===== src/design/ordering_fifo.sv =====
// Shared constants and the in-order urgent-stream FIFO.
`timescale 1ns/1ps
package ordering_pkg;
   localparam int ADDR_W       = 32;
   localparam int DATA_W       = 64;
   localparam int QUEUE_DEPTH  = 8;
   localparam int URGENT_DEPTH = 4;
   localparam int EPOCH_W      = 4;
   localparam int SNAP_W       = 8;
   localparam logic [DATA_W-1:0] FLUSH_FILL = 64'h0;

   typedef enum logic [1:0]
   {
      CMD_READ  = 2'h0,
      CMD_WRITE = 2'h1,
      CMD_FLUSH = 2'h2,
      CMD_FENCE = 2'h3
   } cmd_t;

   typedef enum logic [1:0]
   {
      SLOT_WAIT = 2'h0,
      SLOT_SENT = 2'h1,
      SLOT_DONE = 2'h3
   } slot_t;
endpackage : ordering_pkg

module ordering_fifo #(
   parameter int W     = 96,
   parameter int DEPTH = 4
) (
   input  wire logic         sys_clk, // Port clock.
   input  wire logic         rst,     // Synchronous reset, active high.
   input  wire logic         push,    // Store din this cycle.
   input  wire logic [W-1:0] din,     // Entry to store.
   input  wire logic         pop,     // Drop the head entry.
   output logic      [W-1:0] dout,    // Head entry.
   output logic              empty,   // No entry stored.
   output logic              full     // No room left.
);
   localparam int AW = $clog2(DEPTH);

   logic [W-1:0] store [DEPTH];
   logic [AW:0]  wptr;
   logic [AW:0]  rptr;

   // Pointers carry one extra bit so full and empty are told apart.
   always_ff @(posedge sys_clk)
   begin
      if (rst)
      begin
         wptr <= '0;
         rptr <= '0;
      end
      else
      begin
         if (push && !full)
            wptr <= wptr + 1'b1;
         if (pop && !empty)
            rptr <= rptr + 1'b1;
      end
   end

   // Entry storage is written only on an accepted push.
   always_ff @(posedge sys_clk)
   begin
      if (push && !full)
         store[wptr[AW-1:0]] <= din;
   end

   // Status and head word.
   assign empty = (wptr == rptr);
   assign full  = (wptr[AW] != rptr[AW]) &&
                  (wptr[AW-1:0] == rptr[AW-1:0]);
   assign dout  = store[rptr[AW-1:0]];
endmodule : ordering_fifo


===== src/design/request_ordering_fence_flush.sv =====
// Request ordering core: two priority streams, flush and fence.
//
// Overview of operation
// Master never stalls data on other transactions.
// Flush and fence never disturb urgent requests.
// Flush waits until earlier writes are visible.
// Flush completes with one arbitrary quadword reply.
// Flush holds one queue slot until replied.
// Queue may be entirely filled with flushes.
// Pre-fence normal requests finish before post-fence.
// Post-fence writes never pass pre-fence reads.
// Post-fence reads never pass pre-fence reads.
// Urgent requests ignore fence boundaries.
// Fence takes no queue slot, unlimited count.
// Fence order holds at memory, not bus.
// Urgent requests win memory over normal ones.
// Urgent requests bypass normal stream freely.
// Urgent read replies return in request order.
// Urgent writes complete in request order.
// No order between urgent reads and writes.
// Every reply carries its stream identity.
// Urgent write data accepted without delay. The code holds req_ready low while the urgent write FIFO is full.
// Master uses urgent commands sparingly.
// Normal read replies return in request order.
// Normal writes applied in request order.
// Normal reads see earlier normal writes.
// Writes may pass reads outside fences.
// Fence epoch gates issue until older done.
`timescale 1ns/1ps
module request_ordering_fence_flush
   import ordering_pkg::*;
#(
   parameter int DEPTH   = QUEUE_DEPTH,
   parameter int U_DEPTH = URGENT_DEPTH,
   parameter int IDX_W   = $clog2(QUEUE_DEPTH)
) (
   input  wire logic              sys_clk,    // Port clock, 250 MHz.
   input  wire logic              rst,        // Synchronous reset, high.
   input  wire logic              req_valid,  // Master offers a request.
   input  wire cmd_t              req_cmd,    // Read, write, flush, fence.
   input  wire logic              req_urgent, // Urgent stream request.
   input  wire logic [ADDR_W-1:0] req_addr,   // Request address.
   input  wire logic [DATA_W-1:0] req_data,   // Write data.
   output logic                   req_ready,  // Request taken this cycle.
   output logic                   rsp_valid,  // Reply pulse.
   output logic                   rsp_urgent, // Reply is urgent stream.
   output logic      [DATA_W-1:0] rsp_data,   // Reply data.
   output logic                   mem_valid,  // Memory request offered.
   output logic                   mem_write,  // Memory request is a write.
   output logic      [ADDR_W-1:0] mem_addr,   // Memory address.
   output logic      [DATA_W-1:0] mem_data,   // Memory write data.
   output logic        [IDX_W:0]  mem_id,     // Tag, top bit urgent.
   input  wire logic              mem_ready,  // Memory takes request.
   input  wire logic              cpl_valid,  // Memory completion pulse.
   input  wire logic   [IDX_W:0]  cpl_id,     // Tag of the completion.
   input  wire logic [DATA_W-1:0] cpl_data    // Read data of completion.
);
   localparam int UW = ADDR_W + DATA_W;
   localparam logic [IDX_W:0] DEPTH_CNT = (IDX_W+1)'(DEPTH);

   // Normal stream slot storage.
   cmd_t               slot_cmd   [DEPTH];
   logic [ADDR_W-1:0]  slot_addr  [DEPTH];
   logic [DATA_W-1:0]  slot_data  [DEPTH];
   logic [EPOCH_W-1:0] slot_epoch [DEPTH];
   logic [SNAP_W-1:0]  slot_snap  [DEPTH];
   slot_t              slot_state [DEPTH];
   logic [DATA_W-1:0]  slot_rdata [DEPTH];

   logic [IDX_W:0]     alloc_ptr;
   logic [IDX_W:0]     issue_ptr;
   logic [IDX_W:0]     ret_ptr;
   logic [IDX_W:0]     inflight;
   logic [EPOCH_W-1:0] cur_epoch;
   logic [EPOCH_W-1:0] last_epoch;
   logic               fence_pend;
   logic [SNAP_W-1:0]  uw_acc;
   logic [SNAP_W-1:0]  uw_done;
   logic               u_busy;
   logic               u_is_write;

   logic               is_rw;
   logic               q_full;
   logic               take_norm;
   logic               take_uw;
   logic               take_ur;
   logic               take_fence;
   logic [UW-1:0]      uw_head;
   logic [UW-1:0]      ur_head;
   logic               uw_empty;
   logic               uw_full;
   logic               ur_empty;
   logic               ur_full;
   logic               u_pick_w;
   logic               u_pick_r;
   logic               u_go;
   logic [IDX_W-1:0]   head;
   logic               head_valid;
   logic               epoch_ok;
   logic               snap_ok;
   logic [SNAP_W-1:0]  snap_diff;
   logic               flush_go;
   logic               norm_want;
   logic               norm_go;
   logic [IDX_W-1:0]   rhead;
   logic               retire;
   logic               cpl_urgent;
   logic               u_read_rsp;

   // Request steering; a fence is always taken and uses no slot.
   assign is_rw      = (req_cmd == CMD_READ) || (req_cmd == CMD_WRITE);
   assign q_full     = ((alloc_ptr - ret_ptr) == DEPTH_CNT);
   assign take_fence = req_valid && (req_cmd == CMD_FENCE);
   assign take_uw    = req_valid && req_urgent && (req_cmd == CMD_WRITE)
                       && !uw_full;
   assign take_ur    = req_valid && req_urgent && (req_cmd == CMD_READ)
                       && !ur_full;
   assign take_norm  = req_valid && !(req_urgent && is_rw)
                       && (req_cmd != CMD_FENCE) && !q_full;

   // Handshake back to the master.
   always_comb
   begin
      if (req_cmd == CMD_FENCE)
         req_ready = 1'b1;
      else if (req_urgent && req_cmd == CMD_WRITE)
         req_ready = !uw_full;
      else if (req_urgent && req_cmd == CMD_READ)
         req_ready = !ur_full;
      else
         req_ready = !q_full;
   end

   // Urgent writes and reads each keep their own strict order.
   ordering_fifo #(.W(UW), .DEPTH(U_DEPTH)) urgent_writes (
      .sys_clk (sys_clk),
      .rst     (rst),
      .push    (take_uw),
      .din     ({req_addr, req_data}),
      .pop     (u_go && u_pick_w),
      .dout    (uw_head),
      .empty   (uw_empty),
      .full    (uw_full)
   );

   ordering_fifo #(.W(UW), .DEPTH(U_DEPTH)) urgent_reads (
      .sys_clk (sys_clk),
      .rst     (rst),
      .push    (take_ur),
      .din     ({req_addr, req_data}),
      .pop     (u_go && u_pick_r),
      .dout    (ur_head),
      .empty   (ur_empty),
      .full    (ur_full)
   );

   // One urgent access in flight at a time, writes picked first.
   assign u_pick_w = !u_busy && !uw_empty;
   assign u_pick_r = !u_busy && uw_empty && !ur_empty;
   assign u_go     = (u_pick_w || u_pick_r) && mem_ready;

   // Normal head issue, gated by the fence epoch of what is in flight.
   assign head       = issue_ptr[IDX_W-1:0];
   assign head_valid = (issue_ptr != alloc_ptr);
   assign epoch_ok   = (slot_epoch[head] == last_epoch)
                       || (inflight == '0);
   assign snap_diff  = slot_snap[head] - uw_done;
   assign snap_ok    = (snap_diff == '0) || snap_diff[SNAP_W-1];
   assign flush_go   = head_valid && (slot_cmd[head] == CMD_FLUSH)
                       && (inflight == '0) && snap_ok;
   assign norm_want  = head_valid && (slot_cmd[head] != CMD_FLUSH)
                       && epoch_ok;
   assign norm_go    = norm_want && !(u_pick_w || u_pick_r)
                       && mem_ready;

   // Memory request mux; urgent requests take the port first.
   always_comb
   begin
      if (u_pick_w || u_pick_r)
      begin
         mem_valid = 1'b1;
         mem_write = u_pick_w;
         mem_addr  = u_pick_w ? uw_head[UW-1:DATA_W] : ur_head[UW-1:DATA_W];
         mem_data  = u_pick_w ? uw_head[DATA_W-1:0] : ur_head[DATA_W-1:0];
         mem_id    = {1'b1, {IDX_W{1'b0}}};
      end
      else
      begin
         mem_valid = norm_want;
         mem_write = (slot_cmd[head] == CMD_WRITE);
         mem_addr  = slot_addr[head];
         mem_data  = slot_data[head];
         mem_id    = {1'b0, head};
      end
   end

   // Completion decode and in-order retirement of the normal queue.
   assign cpl_urgent = cpl_valid && cpl_id[IDX_W];
   assign u_read_rsp = cpl_urgent && !u_is_write;
   assign rhead      = ret_ptr[IDX_W-1:0];
   assign retire     = (ret_ptr != issue_ptr)
                       && (slot_state[rhead] == SLOT_DONE)
                       && !u_read_rsp;

   // Slot contents and their progress through the queue.
   always_ff @(posedge sys_clk)
   begin
      if (take_norm)
      begin
         slot_cmd[alloc_ptr[IDX_W-1:0]]   <= req_cmd;
         slot_addr[alloc_ptr[IDX_W-1:0]]  <= req_addr;
         slot_data[alloc_ptr[IDX_W-1:0]]  <= req_data;
         slot_epoch[alloc_ptr[IDX_W-1:0]] <= cur_epoch;
         slot_snap[alloc_ptr[IDX_W-1:0]]  <= uw_acc;
         slot_state[alloc_ptr[IDX_W-1:0]] <= SLOT_WAIT;
      end
      if (norm_go)
         slot_state[head] <= SLOT_SENT;
      if (flush_go)
         slot_state[head] <= SLOT_DONE;
      if (cpl_valid && !cpl_id[IDX_W])
      begin
         slot_state[cpl_id[IDX_W-1:0]] <= SLOT_DONE;
         slot_rdata[cpl_id[IDX_W-1:0]] <= cpl_data;
      end
   end

   // Queue pointers; a slot frees only when its reply has gone out.
   always_ff @(posedge sys_clk)
   begin
      if (rst)
      begin
         alloc_ptr <= '0;
         issue_ptr <= '0;
         ret_ptr   <= '0;
      end
      else
      begin
         if (take_norm)
            alloc_ptr <= alloc_ptr + 1'b1;
         if (norm_go || flush_go)
            issue_ptr <= issue_ptr + 1'b1;
         if (retire)
            ret_ptr <= ret_ptr + 1'b1;
      end
   end

   // Count of normal accesses sent to memory and not yet completed.
   always_ff @(posedge sys_clk)
   begin
      if (rst)
         inflight <= '0;
      else if (norm_go && !(cpl_valid && !cpl_id[IDX_W]))
         inflight <= inflight + 1'b1;
      else if (!norm_go && cpl_valid && !cpl_id[IDX_W])
         inflight <= inflight - 1'b1;
   end

   // Marks a fence seen since the last normal entry. Repeated fences share
   // one epoch, so the epoch tag cannot wrap onto an entry still in flight.
   always_ff @(posedge sys_clk)
   begin
      if (rst)
         fence_pend <= 1'b0;
      else if (take_fence)
         fence_pend <= 1'b1;
      else if (take_norm)
         fence_pend <= 1'b0;
   end

   // Fence epochs: current tag for new entries, last one sent out.
   always_ff @(posedge sys_clk)
   begin
      if (rst)
      begin
         cur_epoch  <= '0;
         last_epoch <= '0;
      end
      else
      begin
         if (take_fence && !fence_pend)
            cur_epoch <= cur_epoch + 1'b1;
         if (norm_go || flush_go)
            last_epoch <= slot_epoch[head];
      end
   end

   // Urgent write accept and completion counts, seen by flushes.
   always_ff @(posedge sys_clk)
   begin
      if (rst)
      begin
         uw_acc  <= '0;
         uw_done <= '0;
      end
      else
      begin
         if (take_uw)
            uw_acc <= uw_acc + 1'b1;
         if (cpl_urgent && u_is_write)
            uw_done <= uw_done + 1'b1;
      end
   end

   // Single urgent access tracker.
   always_ff @(posedge sys_clk)
   begin
      if (rst)
      begin
         u_busy     <= 1'b0;
         u_is_write <= 1'b0;
      end
      else if (u_go)
      begin
         u_busy     <= 1'b1;
         u_is_write <= u_pick_w;
      end
      else if (cpl_urgent)
         u_busy <= 1'b0;
   end

   // Reply port; urgent read data is sent ahead of normal replies.
   always_ff @(posedge sys_clk)
   begin
      if (rst)
      begin
         rsp_valid  <= 1'b0;
         rsp_urgent <= 1'b0;
         rsp_data   <= '0;
      end
      else if (u_read_rsp)
      begin
         rsp_valid  <= 1'b1;
         rsp_urgent <= 1'b1;
         rsp_data   <= cpl_data;
      end
      else if (retire && slot_cmd[rhead] != CMD_WRITE)
      begin
         rsp_valid  <= 1'b1;
         rsp_urgent <= 1'b0;
         rsp_data   <= (slot_cmd[rhead] == CMD_FLUSH) ?
                       FLUSH_FILL : slot_rdata[rhead];
      end
      else
         rsp_valid <= 1'b0;
   end
endmodule : request_ordering_fence_flush


===== config.mk =====
export PLATFORM = sky130hd
export DESIGN_NAME = request_ordering_fence_flush
export DESIGN_NICKNAME = d
export VERILOG_FILES = /design/src/design/ordering_fifo.sv /design/src/design/request_ordering_fence_flush.sv
export SDC_FILE = /design/constraint.sdc
export NUM_CORES = 2
export LEC_CHECK = 0
export ABC_AREA = 1
export ABC_CLOCK_PERIOD_IN_PS = 7400
export BUFFER_PORTS_ARGS = -buffer_cell sky130_fd_sc_hd__buf_4
export CORE_MARGIN = 4
export CORE_UTILIZATION = 40
export CTS_CLUSTER_DIAMETER = 100
export CTS_CLUSTER_SIZE = 14
export DETAILED_ROUTE_END_ITERATION = 10
export PLACE_DENSITY = 0.66
export SLEW_MARGIN = 5
export SYNTH_ARGS = -nofsm -noshare
export SYNTH_HDL_FRONTEND = slang
export SYNTH_SLANG_ARGS = --single-unit

===== constraint.sdc =====
create_clock -name sys_clk -period 7.4 [get_ports sys_clk]
set_input_delay 0.37 -clock sys_clk [delete_from_list [all_inputs] [get_ports sys_clk]]
set_output_delay 0.37 -clock sys_clk [all_outputs]
set_load 0.01 [all_outputs]

==> impl_results.md <==
- Crit path largest cell delay: 950 ps
- Setup ws final: 1950 ps
- Via count: 60,000
- Total power: 32.1 mW
- Ys Warns: 0
- Top-count cell post-synth: edfxtp_1
- Post-CTS Resized: 0
- Gpl congestion: 0.787
- Clock sinks: 2,307
- Placed cell count: 10,100
- Worst relative slew slack: 15.8%
- Area leader, netlist: edfxtp_1
- Critical Path RT: 7030 ps
- Pre-antenna DRT Iters: 6
- Iteration-0 DRC count of the detailed router: 6,574
- Routed Wire Length: 247 mm
- Filler Cells Inserted: 19,900
- Gr usage total: 20.3%
- Share of layout cells above drive strength 1: 9.40%
- Post-synth EDFFs: 2,160
- Drt wl/cell: 23.4 um
- Area of the die: 0.235 mm2
- Setup TNS Final: 0 ps
- Register area share after synthesis: 74.5%
- Post-route DRC: 0
- Worst path top cell family by delay: buffers and inverters
- Core Util, Final: 45.8%
- Largest net degree at the start of global routing: 171
- Worst-Margin Slew: 1260 ps
- Num ports: 341
- Critical Path AT: 5080 ps
- CP most frequent cell: buf_4
- Max-Cap Viols: 0
- Final Skew: 83.0 ps
- Top cells by area, synth: edfxtp_1, nor2_1, o21ai_0, nand2_1, dfxtp_1
- Clock latency on the worst-skew pair: 860 ps
- Prevailing post-synth register cell: edfxtp_1
- Crit-path max FO: 100
- RSZ-0062 raised after global routing: no
- Port buffer count: 340
- Outcome: finished clean
- Leak: 34.6 nW
- Rows: 174
- Post-place setup slack: 2530 ps
- Clk slew on worst S/H paths: 70 ps
- Max Clk Rate: 184 MHz
- H-tree lvl count: 4
- Final Hold Vio Count: 0
- Period utilization: 73.6%
- Clock buffer depth: 3
- CTS tree: yes
- Yosys reg bits: 2,307
- HPWL after detailed placement: 126 mm
- Synth cell count leaders: edfxtp_1, nor2_1, o21ai_0
- Post-Layout Cell Count: 10,600
- Num CTS Buffers: 187
- Nets: 7,654
- Routed Antenna Nets: 0
- Vias in the first global route: 57,600
- Pwr/cell area: 310 mW/mm2
- Synth Net Count: 7,369
- Mapped Cells: 7,167
- Initial antenna violation count: 30
- Initial Utilization: 40.3%
- Placeable Area: 0.226 mm2
- Synth unique cells: 48
- First-pass GRT wire length: 367 mm
- VDD IR-drop max: 0.304 mV
- Setup crit start kind: flip-flop
- CP cell instances: buf_4 -> buf_4 -> o21ai_0 -> o22ai_1 -> nand2_1 -> a31oi_1 -> buf_4
- Yosys top cell area share: 71.3%
- Critical-path top delay cell: buf_4
- Die H: 485 um
- Hold crit path type: primary input to flip-flop
- Total grt overflow: 0
- Synth Area per Inst: 12.7 um2
- WP buf/inv: 3
- Clock period minus worst slack: 5450 ps
- Vias per cell: 5.68
- Post-synth ARST share: 0%
- Max-slew violations: 0
- Critical path class: flip-flop to primary output
- Chip Width: 485 um
- Synthesis-to-finish area growth: 13.6%
- Final setup viols: 0
- Crit path capture type: primary output
- Cell Area, Synth: 0.0910 mm2
- Root buffer cell: clkbuf_16
[worst register-to-register path, cell delays in order, from the launching register on]
cell      delay [ps]
dfxtp_4          880
buf_4            930
o21ai_0          220
o22ai_1          220
inv_1             60
o21ai_0          210
inv_1             90
fa_1             480
nand2_1           40
nand3b_1         150
nor3_1           250
nand3_1          130
nand3_1          150
nand2_1          130
nand2_2          470
nand3_1          210
nand2_1          110
nand3b_1          70
[cell type report]
cell class              count  area (um2)  area share (%)
flip-flops and latches   2307       67800            65.6
multi-input cells        4219       20700            20.0
clock buffers             264        5000            4.84
repair buffers            588        4960            4.80
well taps                2992        3740            3.62
inverters                 149         636           0.615
clock inverters            24         458           0.443
diodes                     21        52.6          0.0508
[metal layers]
layer  wire length [um]  GRT usage (%)  share of wire, %
met3              22300           3.54               9.0
met1             101000           28.0                41
met4               5520           5.39               2.2
met5                115              0             0.047
met2             118000           33.2                48
[through the flow]
stage / area, um2 / hold WS (ps)
after floorplan: 91000 / 434
after global placement: 96200 / 451
after detailed placement: 96200 / 457
after CTS: 103000 / 76.5
after global routing: 103000 / 153
final: 103000 / 164
[where the power goes]
group | internal, mW | switching, mW | total [mW]
Combinational | 2.56 | 5.29 | 7.85
Sequential | 14.6 | 0.313 | 14.9
Clock | 4.79 | 4.57 | 9.36
[registers in the layout, summed over array words and instances, names as in the netlist, 3 cells and up, named ones only]
| signal | count |
|---|---|
| slot_data | 512 |
| slot_rdata | 512 |
| urgent_reads.store | 384 |
| urgent_writes.store | 384 |
| slot_addr | 256 |
| rsp_data | 64 |
| slot_snap | 64 |
| slot_epoch | 32 |
| slot_cmd | 16 |
| slot_state | 16 |
| uw_acc | 8 |
| uw_done | 8 |
| alloc_ptr | 4 |
| cur_epoch | 4 |
| inflight | 4 |
| issue_ptr | 4 |
| last_epoch | 4 |
| ret_ptr | 4 |
| urgent_reads.rptr | 3 |
| urgent_reads.wptr | 3 |
| urgent_writes.rptr | 3 |
| urgent_writes.wptr | 3 |
[what timing repair did]
item                      4_1_cts  5_1_grt
hold buffers                  168        0
hold endpoints to repair     2134        0
buffers inserted                0        0
[path summary, 6_finish.rpt]
path	from	to	slack, ps	depth (start not counted)
worst max-delay path	flip-flop	mem_addr[24]	1950	7
worst min-delay path	cpl_id[2]	slot_rdata[3][34]	160	4
worst min register to register	rsp_data[32]	rsp_data[32]	470	2
worst max register to register	flip-flop	slot_state[0][1]	2490	17
[logic make-up (layout without fill, tap and decap cells)]
family,Yosys count,after routing,synth area share [%]
AOI/OAI and AO/OA,1946,1946,12.4
xor gates and xnor gates,21,21,0.202
adders and majority gates,30,30,0.429
buffers and inverters,641,1025,2.88
DFF,2307,2307,74.5
muxes,1,1,0.0110
other,0,21,0
and+or+nand+nor,2221,2221,9.52
[layout by cell type, fill, tap and decap left out, types with 97 or more instances in the layout]
cell type / netlist / layout
nor2_1: 1206 / 1189
nand2_1: 848 / 847
o211ai_1: 97 / 97
a21oi_1: 336 / 336
o22ai_1: 306 / 306
a31oi_1: 104 / 104
o21ai_0: 880 / 880
clkbuf_16: 0 / 188
inv_1: 139 / 126
dlygate4sd3_1: 0 / 168
buf_4: 12 / 410
dfxtp_1: 147 / 137
edfxtp_1: 2160 / 2160
a32o_1: 97 / 97
Note: power is estimated with default switching activity, not from simulation.
